## src/hw/scfr_pkg.sv

```systemverilog
// Package with register indices, field layouts, scan types and oversampling codes for the scan control block.
package scfr_pkg;
   // Register indices; byte address is four times the index.
   localparam logic [7:0] CTRL_IDX   = 8'h66;  // Scan control word.
   localparam logic [7:0] STAT_IDX   = 8'h68;  // Busy, done and alert status.
   localparam logic [7:0] OVTH_IDX   = 8'h69;  // Overvoltage threshold.
   localparam logic [7:0] UVTH_IDX   = 8'h6A;  // Undervoltage threshold.
   localparam logic [7:0] TOTAL_IDX  = 8'h70;  // Sum of cell results.
   localparam logic [7:0] LOW_IDX    = 8'h71;  // Lowest cell result.
   localparam logic [7:0] HIGH_IDX   = 8'h72;  // Highest cell result.
   localparam logic [7:0] SPREAD_IDX = 8'h73;  // Highest minus lowest.
   localparam logic [7:0] RES_IDX    = 8'h40;  // First channel readback word.
   // Control word field positions.
   localparam int SCAN_BIT   = 0;
   localparam int ORDER_BIT  = 1;
   localparam int OSR_LSB    = 3;
   localparam int TYPE_LSB   = 6;
   localparam int RDSEL_BIT  = 9;
   localparam int AMEND_BIT  = 10;
   localparam logic [15:0] CTRL_WMASK = 16'h07FA;  // Writable control bits.
   localparam logic [15:0] CTRL_RST   = 16'h0000;  // Control reset value.
   // Status word field positions.
   localparam int BUSY_BIT = 0;
   localparam int DONE_BIT = 1;
   localparam int OV_BIT   = 2;
   localparam int UV_BIT   = 3;
   // Forced oversampling code in balancing modes, and code for a single acquisition.
   localparam logic [2:0] OSR_BAL  = 3'h3;
   localparam logic [2:0] OSR_NONE = 3'h0;
   // Scan types.
   typedef enum logic [2:0] {
      SCFR_ADC      = 3'b000,
      SCFR_ADC_COMP = 3'b001,
      SCFR_COMP     = 3'b010,
      SCFR_CAL      = 3'b011,
      SCFR_SW_SHORT = 3'b100,
      SCFR_SW_OPEN  = 3'b101,
      SCFR_OPEN_ODD = 3'b110,
      SCFR_OPEN_EVN = 3'b111
   } scfr_type_t;
endpackage : scfr_pkg

```

## src/hw/scfr_mem.sv

```systemverilog
// Small synchronous memory with one write port and a registered read port.
`timescale 1ns/1ns
`default_nettype none
module scfr_mem #(
   parameter int W  = 16,  // Word width.
   parameter int D  = 16,  // Number of words.
   parameter int AW = 4    // Address width.
) (
   input  wire logic          clk,    // Clock.
   input  wire logic          rst_n,  // Asynchronous reset, active low.
   input  wire logic          we,     // Write enable.
   input  wire logic [AW-1:0] waddr,  // Write address.
   input  wire logic [W-1:0]  wdata,  // Write data.
   input  wire logic [AW-1:0] raddr,  // Read address.
   output logic      [W-1:0]  rdata   // Read data, one cycle after raddr.
);
   logic [W-1:0] mem [D];  // Storage array, cleared by reset.

   // Write port; reset clears every word, since an unknown accumulator would poison every filtered result.
   always_ff @(posedge clk or negedge rst_n) begin
      if (!rst_n) begin
         for (int i = 0; i < D; i++) begin
            mem[i] <= '0;
         end
      end else if (we) begin
         mem[waddr] <= wdata;
      end
   end

   // Registered read port; an out-of-range address reads zero.
   always_ff @(posedge clk or negedge rst_n) begin
      if (!rst_n) begin
         rdata <= '0;
      end else if (int'(raddr) < D) begin
         rdata <= mem[raddr];
      end else begin
         rdata <= '0;
      end
   end
endmodule : scfr_mem
`default_nettype wire

```

## src/hw/scfr_top.sv

```systemverilog
// Scan type decode, IIR amend and filtered readback control with an AHB-Lite register slave.
// Behaviour
// - Amend set: scaled difference between result and accumulator added into accumulator.
// - Amend clear: accumulators untouched at sequence end.
// - Balancing modes force amend enable to one.
// - Readback loads filtered or unfiltered per select.
// - Select sampled at request steers derived results.
// - Three-bit scan type decoded into eight kinds.
// - Comparator scans always run pyramid order.
// - Comparator scans unipolar, bipolar channels skipped.
// - Calibration rewrites five coefficients, nothing else.
// - Balancing modes force ADC-only scan type.
// - Oversampling applied wherever it is meaningful.
// - Diagnostic scan types override measurement configuration.
// - Scan strobe self-clears and reads zero.
`timescale 1ns/1ns
`default_nettype none
module scfr_top
   import scfr_pkg::*;
#(
   parameter int NCH = 15,  // Channels; the last one is the block channel.
   parameter int DW  = 14,  // Conversion result width.
   parameter int IIR_SHIFT = 2  // Filter weight as a right shift.
) (
   input  wire logic          hclk,         // Bus and block clock.
   input  wire logic          hresetn,      // Asynchronous reset, active low.
   input  wire logic          hsel,         // AHB slave select.
   input  wire logic [31:0]   haddr,        // AHB address.
   input  wire logic [1:0]    htrans,       // AHB transfer type.
   input  wire logic          hwrite,       // AHB write flag.
   input  wire logic [2:0]    hsize,        // AHB size, word only.
   input  wire logic [31:0]   hwdata,       // AHB write data.
   input  wire logic          hready,       // AHB bus ready.
   output logic               hreadyout,    // AHB slave ready.
   output logic               hresp,        // AHB response, always OKAY.
   output logic [31:0]        hrdata,       // AHB read data.
   input  wire logic          balance_mode, // Automated balancing is active.
   input  wire logic [NCH-1:0] bipolar_mask, // Channels set up for bipolar.
   output logic               conv_req,     // Conversion request pulse.
   output logic [3:0]         conv_chan,    // Channel to convert.
   output logic               conv_comp,    // Conversion uses the comparator.
   output logic               conv_adc,     // Conversion uses the ADC.
   output logic               conv_unipolar,// Polarity forced unipolar.
   input  wire logic          conv_done,    // Conversion finished pulse.
   input  wire logic [DW-1:0] conv_data,    // Conversion result.
   output logic               cal_start,    // Calibration routine start pulse.
   input  wire logic          cal_done,     // Calibration finished pulse.
   output logic [2:0]         oversample_ratio, // Effective oversampling code.
   output logic               ramp_order,   // High selects ramp order.
   output logic [2:0]         diag_override,// Diagnostic override kind, zero when none.
   output logic               scan_busy     // A sequence is running.
);
   ////////////////////////////////////////////////////////////////////////////
   // Helpers.

   // True when the scan type produces ADC results.
   function automatic logic has_adc(input scfr_type_t t);
      return (t != SCFR_COMP) && (t != SCFR_CAL);
   endfunction : has_adc

   // True when the scan type uses the comparator.
   function automatic logic is_comp(input scfr_type_t t);
      return (t == SCFR_ADC_COMP) || (t == SCFR_COMP);
   endfunction : is_comp

   // One IIR step: move the accumulator a scaled part of the way to the new result.
   function automatic logic [DW-1:0] iir_step(input logic [DW-1:0] acc, input logic [DW-1:0] x);
      logic signed [DW:0] diff;
      diff = $signed({1'b0, x}) - $signed({1'b0, acc});
      return DW'($signed({1'b0, acc}) + (diff >>> IIR_SHIFT));
   endfunction : iir_step

   localparam logic [3:0] LAST_CH = 4'(NCH - 1);  // Block channel index.

   ////////////////////////////////////////////////////////////////////////////
   // Bus slave.

   logic       wr_pend_reg;  // Write data phase in progress.
   logic       rd_pend_reg;  // First read data phase cycle.
   logic       rd_last_reg;  // Second read data phase cycle, data valid.
   logic [7:0] idx_reg;      // Register index of the pending transfer.
   logic       rd_mem_reg;   // Pending read targets the readback memory.
   logic [31:0] rd_q_reg;    // Registered read data for ordinary registers.
   logic       take;         // Address phase accepted this edge.
   logic [DW-1:0] rb_rdata;  // Readback memory output.

   assign take = hsel && htrans[1] && hready;

   // Capture address phase; reads get one wait state for the memory.
   always_ff @(posedge hclk or negedge hresetn) begin
      if (!hresetn) begin
         wr_pend_reg <= 1'b0;
         rd_pend_reg <= 1'b0;
         rd_last_reg <= 1'b0;
         idx_reg     <= 8'h00;
      end else begin
         rd_last_reg <= rd_pend_reg;
         if (hreadyout) begin
            wr_pend_reg <= take && hwrite;
            rd_pend_reg <= take && !hwrite;
            if (take) begin
               idx_reg <= haddr[9:2];
            end
         end else begin
            rd_pend_reg <= 1'b0;
         end
      end
   end

   assign hreadyout = !rd_pend_reg;
   assign hresp     = 1'b0;
   assign hrdata    = rd_mem_reg ? 32'(rb_rdata) : rd_q_reg;

   logic wr_ctrl;  // Control word write this cycle.
   logic wr_stat;  // Status word write this cycle.
   assign wr_ctrl = wr_pend_reg && (idx_reg == CTRL_IDX);
   assign wr_stat = wr_pend_reg && (idx_reg == STAT_IDX);

   ////////////////////////////////////////////////////////////////////////////
   // Software-visible registers.

   logic [15:0]   ctrl_reg;     // Stored control fields; the strobe is never stored.
   logic [DW-1:0] ov_thr_reg;   // Overvoltage threshold.
   logic [DW-1:0] uv_thr_reg;   // Undervoltage threshold.
   logic          done_reg;     // Sequence complete, write zero to clear.
   logic          ov_reg;       // Overvoltage seen in the last scan.
   logic          uv_reg;       // Undervoltage seen in the last scan.
   logic [DW+3:0] total_reg;    // Sum of cell results.
   logic [DW-1:0] low_reg;      // Lowest cell result.
   logic [DW-1:0] high_reg;     // Highest cell result.
   logic          seq_end;      // Sequence completes this cycle.
   logic          scan_req;     // Accepted scan request this cycle.

   // Control fields; the strobe bit is masked so it always reads zero.
   always_ff @(posedge hclk or negedge hresetn) begin
      if (!hresetn) begin
         ctrl_reg <= CTRL_RST;
      end else if (wr_ctrl) begin
         ctrl_reg <= hwdata[15:0] & CTRL_WMASK;
      end
   end

   // Alert thresholds.
   always_ff @(posedge hclk or negedge hresetn) begin
      if (!hresetn) begin
         ov_thr_reg <= '1;
         uv_thr_reg <= '0;
      end else if (wr_pend_reg) begin
         if (idx_reg == OVTH_IDX) begin
            ov_thr_reg <= hwdata[DW-1:0];
         end
         if (idx_reg == UVTH_IDX) begin
            uv_thr_reg <= hwdata[DW-1:0];
         end
      end
   end

   // Done flag: completion sets it and wins over a clearing write in the same cycle.
   always_ff @(posedge hclk or negedge hresetn) begin
      if (!hresetn) begin
         done_reg <= 1'b0;
      end else if (seq_end) begin
         done_reg <= 1'b1;
      end else if (wr_stat && !hwdata[DONE_BIT]) begin
         done_reg <= 1'b0;
      end
   end

   // A strobe is honoured only when idle and done is clear; other fields are still taken.
   assign scan_req = wr_ctrl && hwdata[SCAN_BIT] && !scan_busy && !done_reg;

   // Read data for ordinary registers, captured in the first data phase cycle.
   always_ff @(posedge hclk or negedge hresetn) begin
      if (!hresetn) begin
         rd_q_reg   <= 32'h0000_0000;
         rd_mem_reg <= 1'b0;
      end else if (rd_pend_reg) begin
         rd_mem_reg <= (idx_reg >= RES_IDX) && (idx_reg < RES_IDX + 8'(NCH));
         case (idx_reg)
            CTRL_IDX:   rd_q_reg <= 32'(ctrl_reg);
            STAT_IDX:   rd_q_reg <= 32'({uv_reg, ov_reg, done_reg, scan_busy});
            OVTH_IDX:   rd_q_reg <= 32'(ov_thr_reg);
            UVTH_IDX:   rd_q_reg <= 32'(uv_thr_reg);
            TOTAL_IDX:  rd_q_reg <= 32'(total_reg);
            LOW_IDX:    rd_q_reg <= 32'(low_reg);
            HIGH_IDX:   rd_q_reg <= 32'(high_reg);
            SPREAD_IDX: rd_q_reg <= 32'(high_reg - low_reg);
            default:    rd_q_reg <= 32'h0000_0000;
         endcase
      end else if (rd_last_reg) begin
         rd_mem_reg <= 1'b0;
      end
   end

   ////////////////////////////////////////////////////////////////////////////
   // Settings captured at the scan request and held for the whole sequence.

   scfr_type_t t_reg;      // Effective scan type.
   logic       amend_reg;  // Effective amend enable.
   logic       rdsel_reg;  // Sampled filtered readback select.
   logic [2:0] osr_reg;    // Effective oversampling code.
   logic       ramp_reg;   // Effective scan order.

   always_ff @(posedge hclk or negedge hresetn) begin
      if (!hresetn) begin
         t_reg     <= SCFR_ADC;
         amend_reg <= 1'b0;
         rdsel_reg <= 1'b0;
         osr_reg   <= OSR_NONE;
         ramp_reg  <= 1'b0;
      end else if (scan_req) begin
         rdsel_reg <= hwdata[RDSEL_BIT];
         if (balance_mode) begin
            t_reg     <= SCFR_ADC;
            amend_reg <= 1'b1;
            osr_reg   <= OSR_BAL;
            ramp_reg  <= 1'b0;
         end else begin
            t_reg     <= scfr_type_t'(hwdata[TYPE_LSB+:3]);
            amend_reg <= hwdata[AMEND_BIT];
            // Calibration ignores oversampling; every other kind uses it.
            osr_reg   <= (hwdata[TYPE_LSB+:3] == SCFR_CAL) ? OSR_NONE : hwdata[OSR_LSB+:3];
            // Comparator and calibration scans cannot run in ramp order.
            ramp_reg  <= hwdata[ORDER_BIT] && !is_comp(scfr_type_t'(hwdata[TYPE_LSB+:3]))
                         && (hwdata[TYPE_LSB+:3] != SCFR_CAL);
         end
      end
   end

   assign oversample_ratio = osr_reg;
   assign ramp_order       = ramp_reg;
   // Diagnostic kinds override the rest of the measurement setup while busy.
   assign diag_override    = (scan_busy && t_reg[2]) ? t_reg : 3'h0;
   assign conv_comp        = is_comp(t_reg);
   assign conv_adc         = has_adc(t_reg);
   assign conv_unipolar    = is_comp(t_reg);

   ////////////////////////////////////////////////////////////////////////////
   // Sequencer.

   typedef enum logic [2:0] {
      SCFR_IDLE = 3'b000,
      SCFR_CALW = 3'b001,
      SCFR_CONV = 3'b010,
      SCFR_WAIT = 3'b011,
      SCFR_URD  = 3'b100,
      SCFR_UWR  = 3'b101
   } scfr_state_t;

   scfr_state_t st_reg;    // Sequencer state.
   logic [3:0]  ch_reg;    // Current channel.
   logic [NCH-1:0] skip_reg;  // Channels skipped in this scan.
   logic [2*DW-1:0] ch_rdata;  // Accumulator and raw result of a channel.
   logic [DW-1:0]   acc_new;   // Accumulator after amending.
   logic [DW-1:0]   src;       // Value feeding readback and derived results.
   logic            upd_we;    // Write back in the update pass.
   logic            conv_we;   // Store a fresh raw result.
   logic            skip_now;  // Current channel is skipped.

   assign skip_now = is_comp(t_reg) && bipolar_mask[ch_reg];

   always_ff @(posedge hclk or negedge hresetn) begin
      if (!hresetn) begin
         st_reg   <= SCFR_IDLE;
         ch_reg   <= 4'h0;
         skip_reg <= '0;
      end else begin
         case (st_reg)
            SCFR_IDLE: begin
               ch_reg   <= 4'h0;
               skip_reg <= '0;
               if (scan_req) begin
                  // Calibration takes no measurements at all.
                  st_reg <= (hwdata[TYPE_LSB+:3] == SCFR_CAL && !balance_mode) ? SCFR_CALW : SCFR_CONV;
               end
            end
            SCFR_CALW: begin
               if (cal_done) begin
                  st_reg <= SCFR_IDLE;
               end
            end
            SCFR_CONV: begin
               if (skip_now) begin
                  skip_reg[ch_reg] <= 1'b1;
                  ch_reg <= (ch_reg == LAST_CH) ? 4'h0 : ch_reg + 4'h1;
                  st_reg <= (ch_reg == LAST_CH) ? SCFR_URD : SCFR_CONV;
               end else begin
                  st_reg <= SCFR_WAIT;
               end
            end
            SCFR_WAIT: begin
               if (conv_done) begin
                  ch_reg <= (ch_reg == LAST_CH) ? 4'h0 : ch_reg + 4'h1;
                  st_reg <= (ch_reg == LAST_CH) ? SCFR_URD : SCFR_CONV;
               end
            end
            SCFR_URD: begin
               st_reg <= SCFR_UWR;
            end
            SCFR_UWR: begin
               ch_reg <= ch_reg + 4'h1;
               st_reg <= (ch_reg == LAST_CH) ? SCFR_IDLE : SCFR_URD;
            end
            default: begin
               st_reg <= SCFR_IDLE;
            end
         endcase
      end
   end

   assign scan_busy = (st_reg != SCFR_IDLE);
   assign seq_end   = ((st_reg == SCFR_CALW) && cal_done) || ((st_reg == SCFR_UWR) && (ch_reg == LAST_CH));
   assign conv_req  = (st_reg == SCFR_CONV) && !skip_now;
   assign conv_chan = ch_reg;
   assign cal_start = (st_reg == SCFR_IDLE) && scan_req && (hwdata[TYPE_LSB+:3] == SCFR_CAL) && !balance_mode;
   assign conv_we   = (st_reg == SCFR_WAIT) && conv_done && has_adc(t_reg);

   // Amend only when enabled and the scan produced an ADC result.
   assign acc_new = (amend_reg && has_adc(t_reg)) ? iir_step(ch_rdata[2*DW-1:DW], ch_rdata[DW-1:0])
                                                 : ch_rdata[2*DW-1:DW];
   assign src     = rdsel_reg ? acc_new : ch_rdata[DW-1:0];
   assign upd_we  = (st_reg == SCFR_UWR) && !skip_reg[ch_reg] && has_adc(t_reg);

   // Accumulator of the current channel, kept while its raw half is rewritten.
   logic [DW-1:0] ch_rdata_acc_hold;
   assign ch_rdata_acc_hold = ch_rdata[2*DW-1:DW];

   // Per-channel accumulator and raw result; the raw half is written as results arrive.
   scfr_mem #(.W(2 * DW), .D(NCH), .AW(4)) u_chan (
      .clk   (hclk),
      .rst_n (hresetn),
      .we    (conv_we || upd_we),
      .waddr (ch_reg),
      .wdata (conv_we ? {ch_rdata_acc_hold, conv_data} : {acc_new, ch_rdata[DW-1:0]}),
      .raddr (ch_reg),
      .rdata (ch_rdata)
   );

   // Readback words loaded from the chosen source in the update pass.
   scfr_mem #(.W(DW), .D(NCH), .AW(4)) u_rb (
      .clk   (hclk),
      .rst_n (hresetn),
      .we    (upd_we),
      .waddr (ch_reg),
      .wdata (src),
      .raddr (4'(idx_reg - RES_IDX)),
      .rdata (rb_rdata)
   );

   ////////////////////////////////////////////////////////////////////////////
   // Derived results and alerts from the source chosen at the request.

   logic cell_upd;  // A cell channel is being loaded.
   assign cell_upd = upd_we && (ch_reg != LAST_CH);

   always_ff @(posedge hclk or negedge hresetn) begin
      if (!hresetn) begin
         total_reg <= '0;
         low_reg   <= '1;
         high_reg  <= '0;
         ov_reg    <= 1'b0;
         uv_reg    <= 1'b0;
      end else if (scan_req && (balance_mode || has_adc(scfr_type_t'(hwdata[TYPE_LSB+:3])))) begin
         // Start fresh for a scan that will deliver ADC results; balancing always does.
         total_reg <= '0;
         low_reg   <= '1;
         high_reg  <= '0;
         ov_reg    <= 1'b0;
         uv_reg    <= 1'b0;
      end else if (cell_upd) begin
         total_reg <= total_reg + (DW+4)'(src);
         low_reg   <= (src < low_reg) ? src : low_reg;
         high_reg  <= (src > high_reg) ? src : high_reg;
         ov_reg    <= ov_reg || (src > ov_thr_reg);
         uv_reg    <= uv_reg || (src < uv_thr_reg);
      end
   end
endmodule : scfr_top
`default_nettype wire

```

## config.mk

```make
export PLATFORM = sky130hd
export DESIGN_NAME = scfr_top
export DESIGN_NICKNAME = d
export VERILOG_FILES = /design/src/hw/scfr_pkg.sv /design/src/hw/scfr_mem.sv /design/src/hw/scfr_top.sv
export SDC_FILE = /design/constraint.sdc
export NUM_CORES = 2
export LEC_CHECK = 0
export BUFFER_PORTS_ARGS = -buffer_cell sky130_fd_sc_hd__buf_4
export CORE_MARGIN = 2
export CORE_UTILIZATION = 59
export CTS_CLUSTER_SIZE = 12
export DETAILED_ROUTE_END_ITERATION = 10
export PLACE_DENSITY = 0.77
export SETUP_SLACK_MARGIN = 0.5
export SLEW_MARGIN = 40
export SYNTH_ARGS = -nofsm -noshare
export SYNTH_HDL_FRONTEND = slang
export SYNTH_SLANG_ARGS = --single-unit
```

## constraint.sdc

```tcl
create_clock -name hclk -period 8.88 [get_ports hclk]
set_clock_uncertainty 0.05 [all_clocks]
set_input_delay 1.332 -clock hclk [delete_from_list [all_inputs] [get_ports hclk]]
set_output_delay 1.332 -clock hclk [all_outputs]
set_load 0.02 [all_outputs]
```

==> metrics.cfg <==
[outcome]
status=completed

[synth]
synth_compound_area_frac=0.136
synth_top_family_by_area=multiplexers
synthArstFlopShare=1.00
synthCells=3860
synthAdderAreaFrac=0.0370
yosys.area.top_type=dfrtp_1
netlist_area_um2=39800
synthDistinctLibCells=76
synth-xor-area-share=0.0106
synth.avg_cell_area_um2=10.3
ys.flop_type=dfrtp_1
synth_area_leaders=dfrtp_1, o21ai_0, mux4_2
synth_top_area_frac=0.498
syn-num-nets=4082
synth-edff-count=0
ys_seq_elements=820
yosys_warnings=0
yosysSeqAreaShare=0.516
synth_mux_area_frac=0.146
synthSimpleGateAreaFrac=0.110

[routing]
drt-initial-drc-count=2796
wire_per_inst_um=21.8
antenna_left=0
vias=29300
via_per_inst=6.16
wirelength_um=104000
drc=0
firstDrtPassIters=6

[final_layout]
top_regs=u_chan.mem x420, u_rb.mem x210, u_chan.rdata x28
antenna_cells=0
drive_gt1_frac=0.167
largest_reg_flops=420
finalNetCount=4050
final_area_um2=44200
final_core_util=0.659
syn_to_final_growth_pct=11.0
top_register=u_chan.mem

[floorplanning]
fp.dieArea_um2=69600
die_w_um=264
num_rows=95
top_level_ports=157
start_util=0.594
die_height_um=264
core_um2=67000

[timing]
finalSetupViolations=0
fin_setup_tns_ns=0
tightest_slew_ns=0.827
slew_viol_final=0
finalHoldViolations=0
rsz0062_at_grt=no
fin_crit_ns=6.66
min_period_over_period=0.750
clock.fmax_ghz=0.150
relSlewSlack=0.449

[placed_design]
dpl_cell_area_um2=41400
place.gp.congestion=0.930
port-buffer-count=109
post-dp-hpwl_um=63900

[clock_tree]
postCtsSetupBuffers=0
clock-root-buffer=clkbuf_16
cts_tree=built
cts_buffer_depth=3
clk_pin_slew_ns=0.06
hold_buffers=0
htreeDepth=3
cts_made_buffers=86
clk_latency_ns=0.66
cts_resized=0
cts_sinks=820

[min_path]
min_to=rd_mem_reg$_DFFE_PN0P_
hold-path-cell-count=1
hold_class=flop to flop
hold_path_startpoint=rd_last_reg$_DFF_PN0_

[worst_setup_path]
cp_max_fo=17
crit_type=flop to flop
r2r-start=u_chan.rdata[15]$_DFF_PN0_
end_kind=flop
ff2ff_setup_slack_ns=2.22
worstPathArrival_ns=7.20
r2r-end=low_reg[12]$_DFFE_PN1P_
reg2reg_depth=24
worstPathRequired_ns=9.41
startpoint_type=flop

[grt]
antenna_found_initial=2
grt_max_degree=151
grt_pass1_vias=29200
gr-total-overflow=0
grt.total_usage=0.302
grt_pass1_wl_um=164000

[power_and_ir_drop]
power.leakage_nw=19.9
vdd_drop_max_uv=361
power.density_nw_per_um2=318

[job]
cap_violations=0

==> worst max path at each step <==
stage | slack [ns] | depth (start not counted) | startpoint | to
floorplan | 3.47 | 27 | u_chan.rdata[15]$_DFF_PN0_ | total_reg[15]$_DFFE_PN0P_
global placement | 2.41 | 25 | u_chan.rdata[15]$_DFF_PN0_ | high_reg[12]$_DFFE_PN0P_
detailed placement | 2.28 | 24 | u_chan.rdata[15]$_DFF_PN0_ | low_reg[12]$_DFFE_PN1P_
CTS | 2.26 | 24 | u_chan.rdata[15]$_DFF_PN0_ | low_reg[12]$_DFFE_PN1P_
global route | 1.74 | 24 | u_chan.rdata[15]$_DFF_PN0_ | low_reg[12]$_DFFE_PN1P_
finish | 2.22 | 24 | u_chan.rdata[15]$_DFF_PN0_ | low_reg[12]$_DFFE_PN1P_
==> cell type report <==
cell class	instances	area [um2]
inverters	132	495
clock buffers	128	2510
fillers	5079	22900
repair buffers	183	1540
clock inverters	21	211
well taps	873	1090
flip-flops and latches	820	20600
multi-input cells	2605	17700
==> synth_stat cells, types with 29 or more instances <==
| library cell | number |
|---|---|
| xnor2_1 | 34 |
| buf_1 | 30 |
| a21oi_1 | 111 |
| mux4_2 | 150 |
| nand2_1 | 755 |
| dfrtp_1 | 792 |
| nand3_1 | 65 |
| inv_1 | 132 |
| o21ai_0 | 715 |
| nor2_1 | 131 |
| clkbuf_1 | 239 |
| o22ai_1 | 29 |
| mux2i_1 | 146 |
| mux2_2 | 86 |
| ha_1 | 113 |
==> cell usage in the layout, fill, tap and decap left out, drive strengths merged, types with 4 or more instances in the layout <==
cell	synthesis	layout
dfrtp	792	792
nand2	755	755
o21ai	716	716
buf	64	183
mux4	150	150
mux2i	146	146
inv	132	138
nor2	131	131
clkbuf	239	128
ha	113	113
a21oi	112	112
mux2	87	87
nand3	65	65
xnor2	34	34
o22ai	29	29
dfstp	28	28
nor2b	28	28
a21o	25	25
a31oi	19	19
nor3	16	16
xor2	14	14
nand4	14	14
a22oi	14	14
clkinv	0	13
nand2b	12	12
a211oi	11	11
o2bb2ai	11	11
and3	9	9
o31ai	8	8
o21bai	6	6
a221o	6	6
and2	6	6
o211ai	5	5
nor3b	5	5
o21a	4	4
or2	4	4
nor4	4	4
==> critical path, cell delays in order, from the launching register on <==
cell,delay (ns)
dfrtp_1,0.41
inv_1,0.11
ha_1,0.28
a21oi_1,0.33
a211oi_1,0.16
or2_2,0.33
o21ai_0,0.16
nand2b_1,0.11
a21oi_1,0.18
xnor2_1,0.12
ha_1,0.35
nand3_1,0.11
nor4_1,0.34
o31ai_1,0.17
o21ai_0,0.39
nand4_1,0.17
and4_1,0.27
a221oi_2,0.22
buf_4,0.27
inv_1,0.23
ha_1,0.36
o21ai_0,0.09
a31oi_1,0.05
or4_2,0.93
mux2_1,0.41
==> cells by family (layout without fill, tap and decap cells) <==
logic type      Yosys count  count (layout)
compound gates          994             994
other cells               1               1
mux                     383             383
xor+xnor                 48              48
simple gates           1063            1063
fa+ha+maj               116             116
flops                   820             820
buf+inv                 435             464
==> through the flow <==
step / power (mW) / instances / hold slack [ns] / worst slack, ns
final: 14.0 / 4762 / 0.379 / 2.22
after CTS: 14.0 / 4759 / 0.386 / 2.26
after floorplan: 8.65 / 3860 / 0.302 / 3.47
after global routing: 14.9 / 4762 / 0.414 / 1.74
after detailed placement: 10.4 / 4610 / 0.375 / 2.28
after global placement: 10.2 / 4608 / 0.366 / 2.41
==> power breakdown <==
part           switching (mW)  total (mW)  internal (mW)  leakage, nW
combinational            3.83        6.05           2.22         7.40
sequential              0.371        4.49           4.12         11.1
clock                    1.50        3.51           2.01         1.35
total                    5.69        14.0           8.35         19.9
==> per-layer routing <==
metal,vias up,GRT usage,share of wire
li1,13400,-,-
met1,14600,0.409,0.41
met2,1092,0.491,0.48
met3,253,0.0503,0.070
met4,2,0.121,0.038
met5,-,0,0.000096
Power figures use the tool's default switching activity.
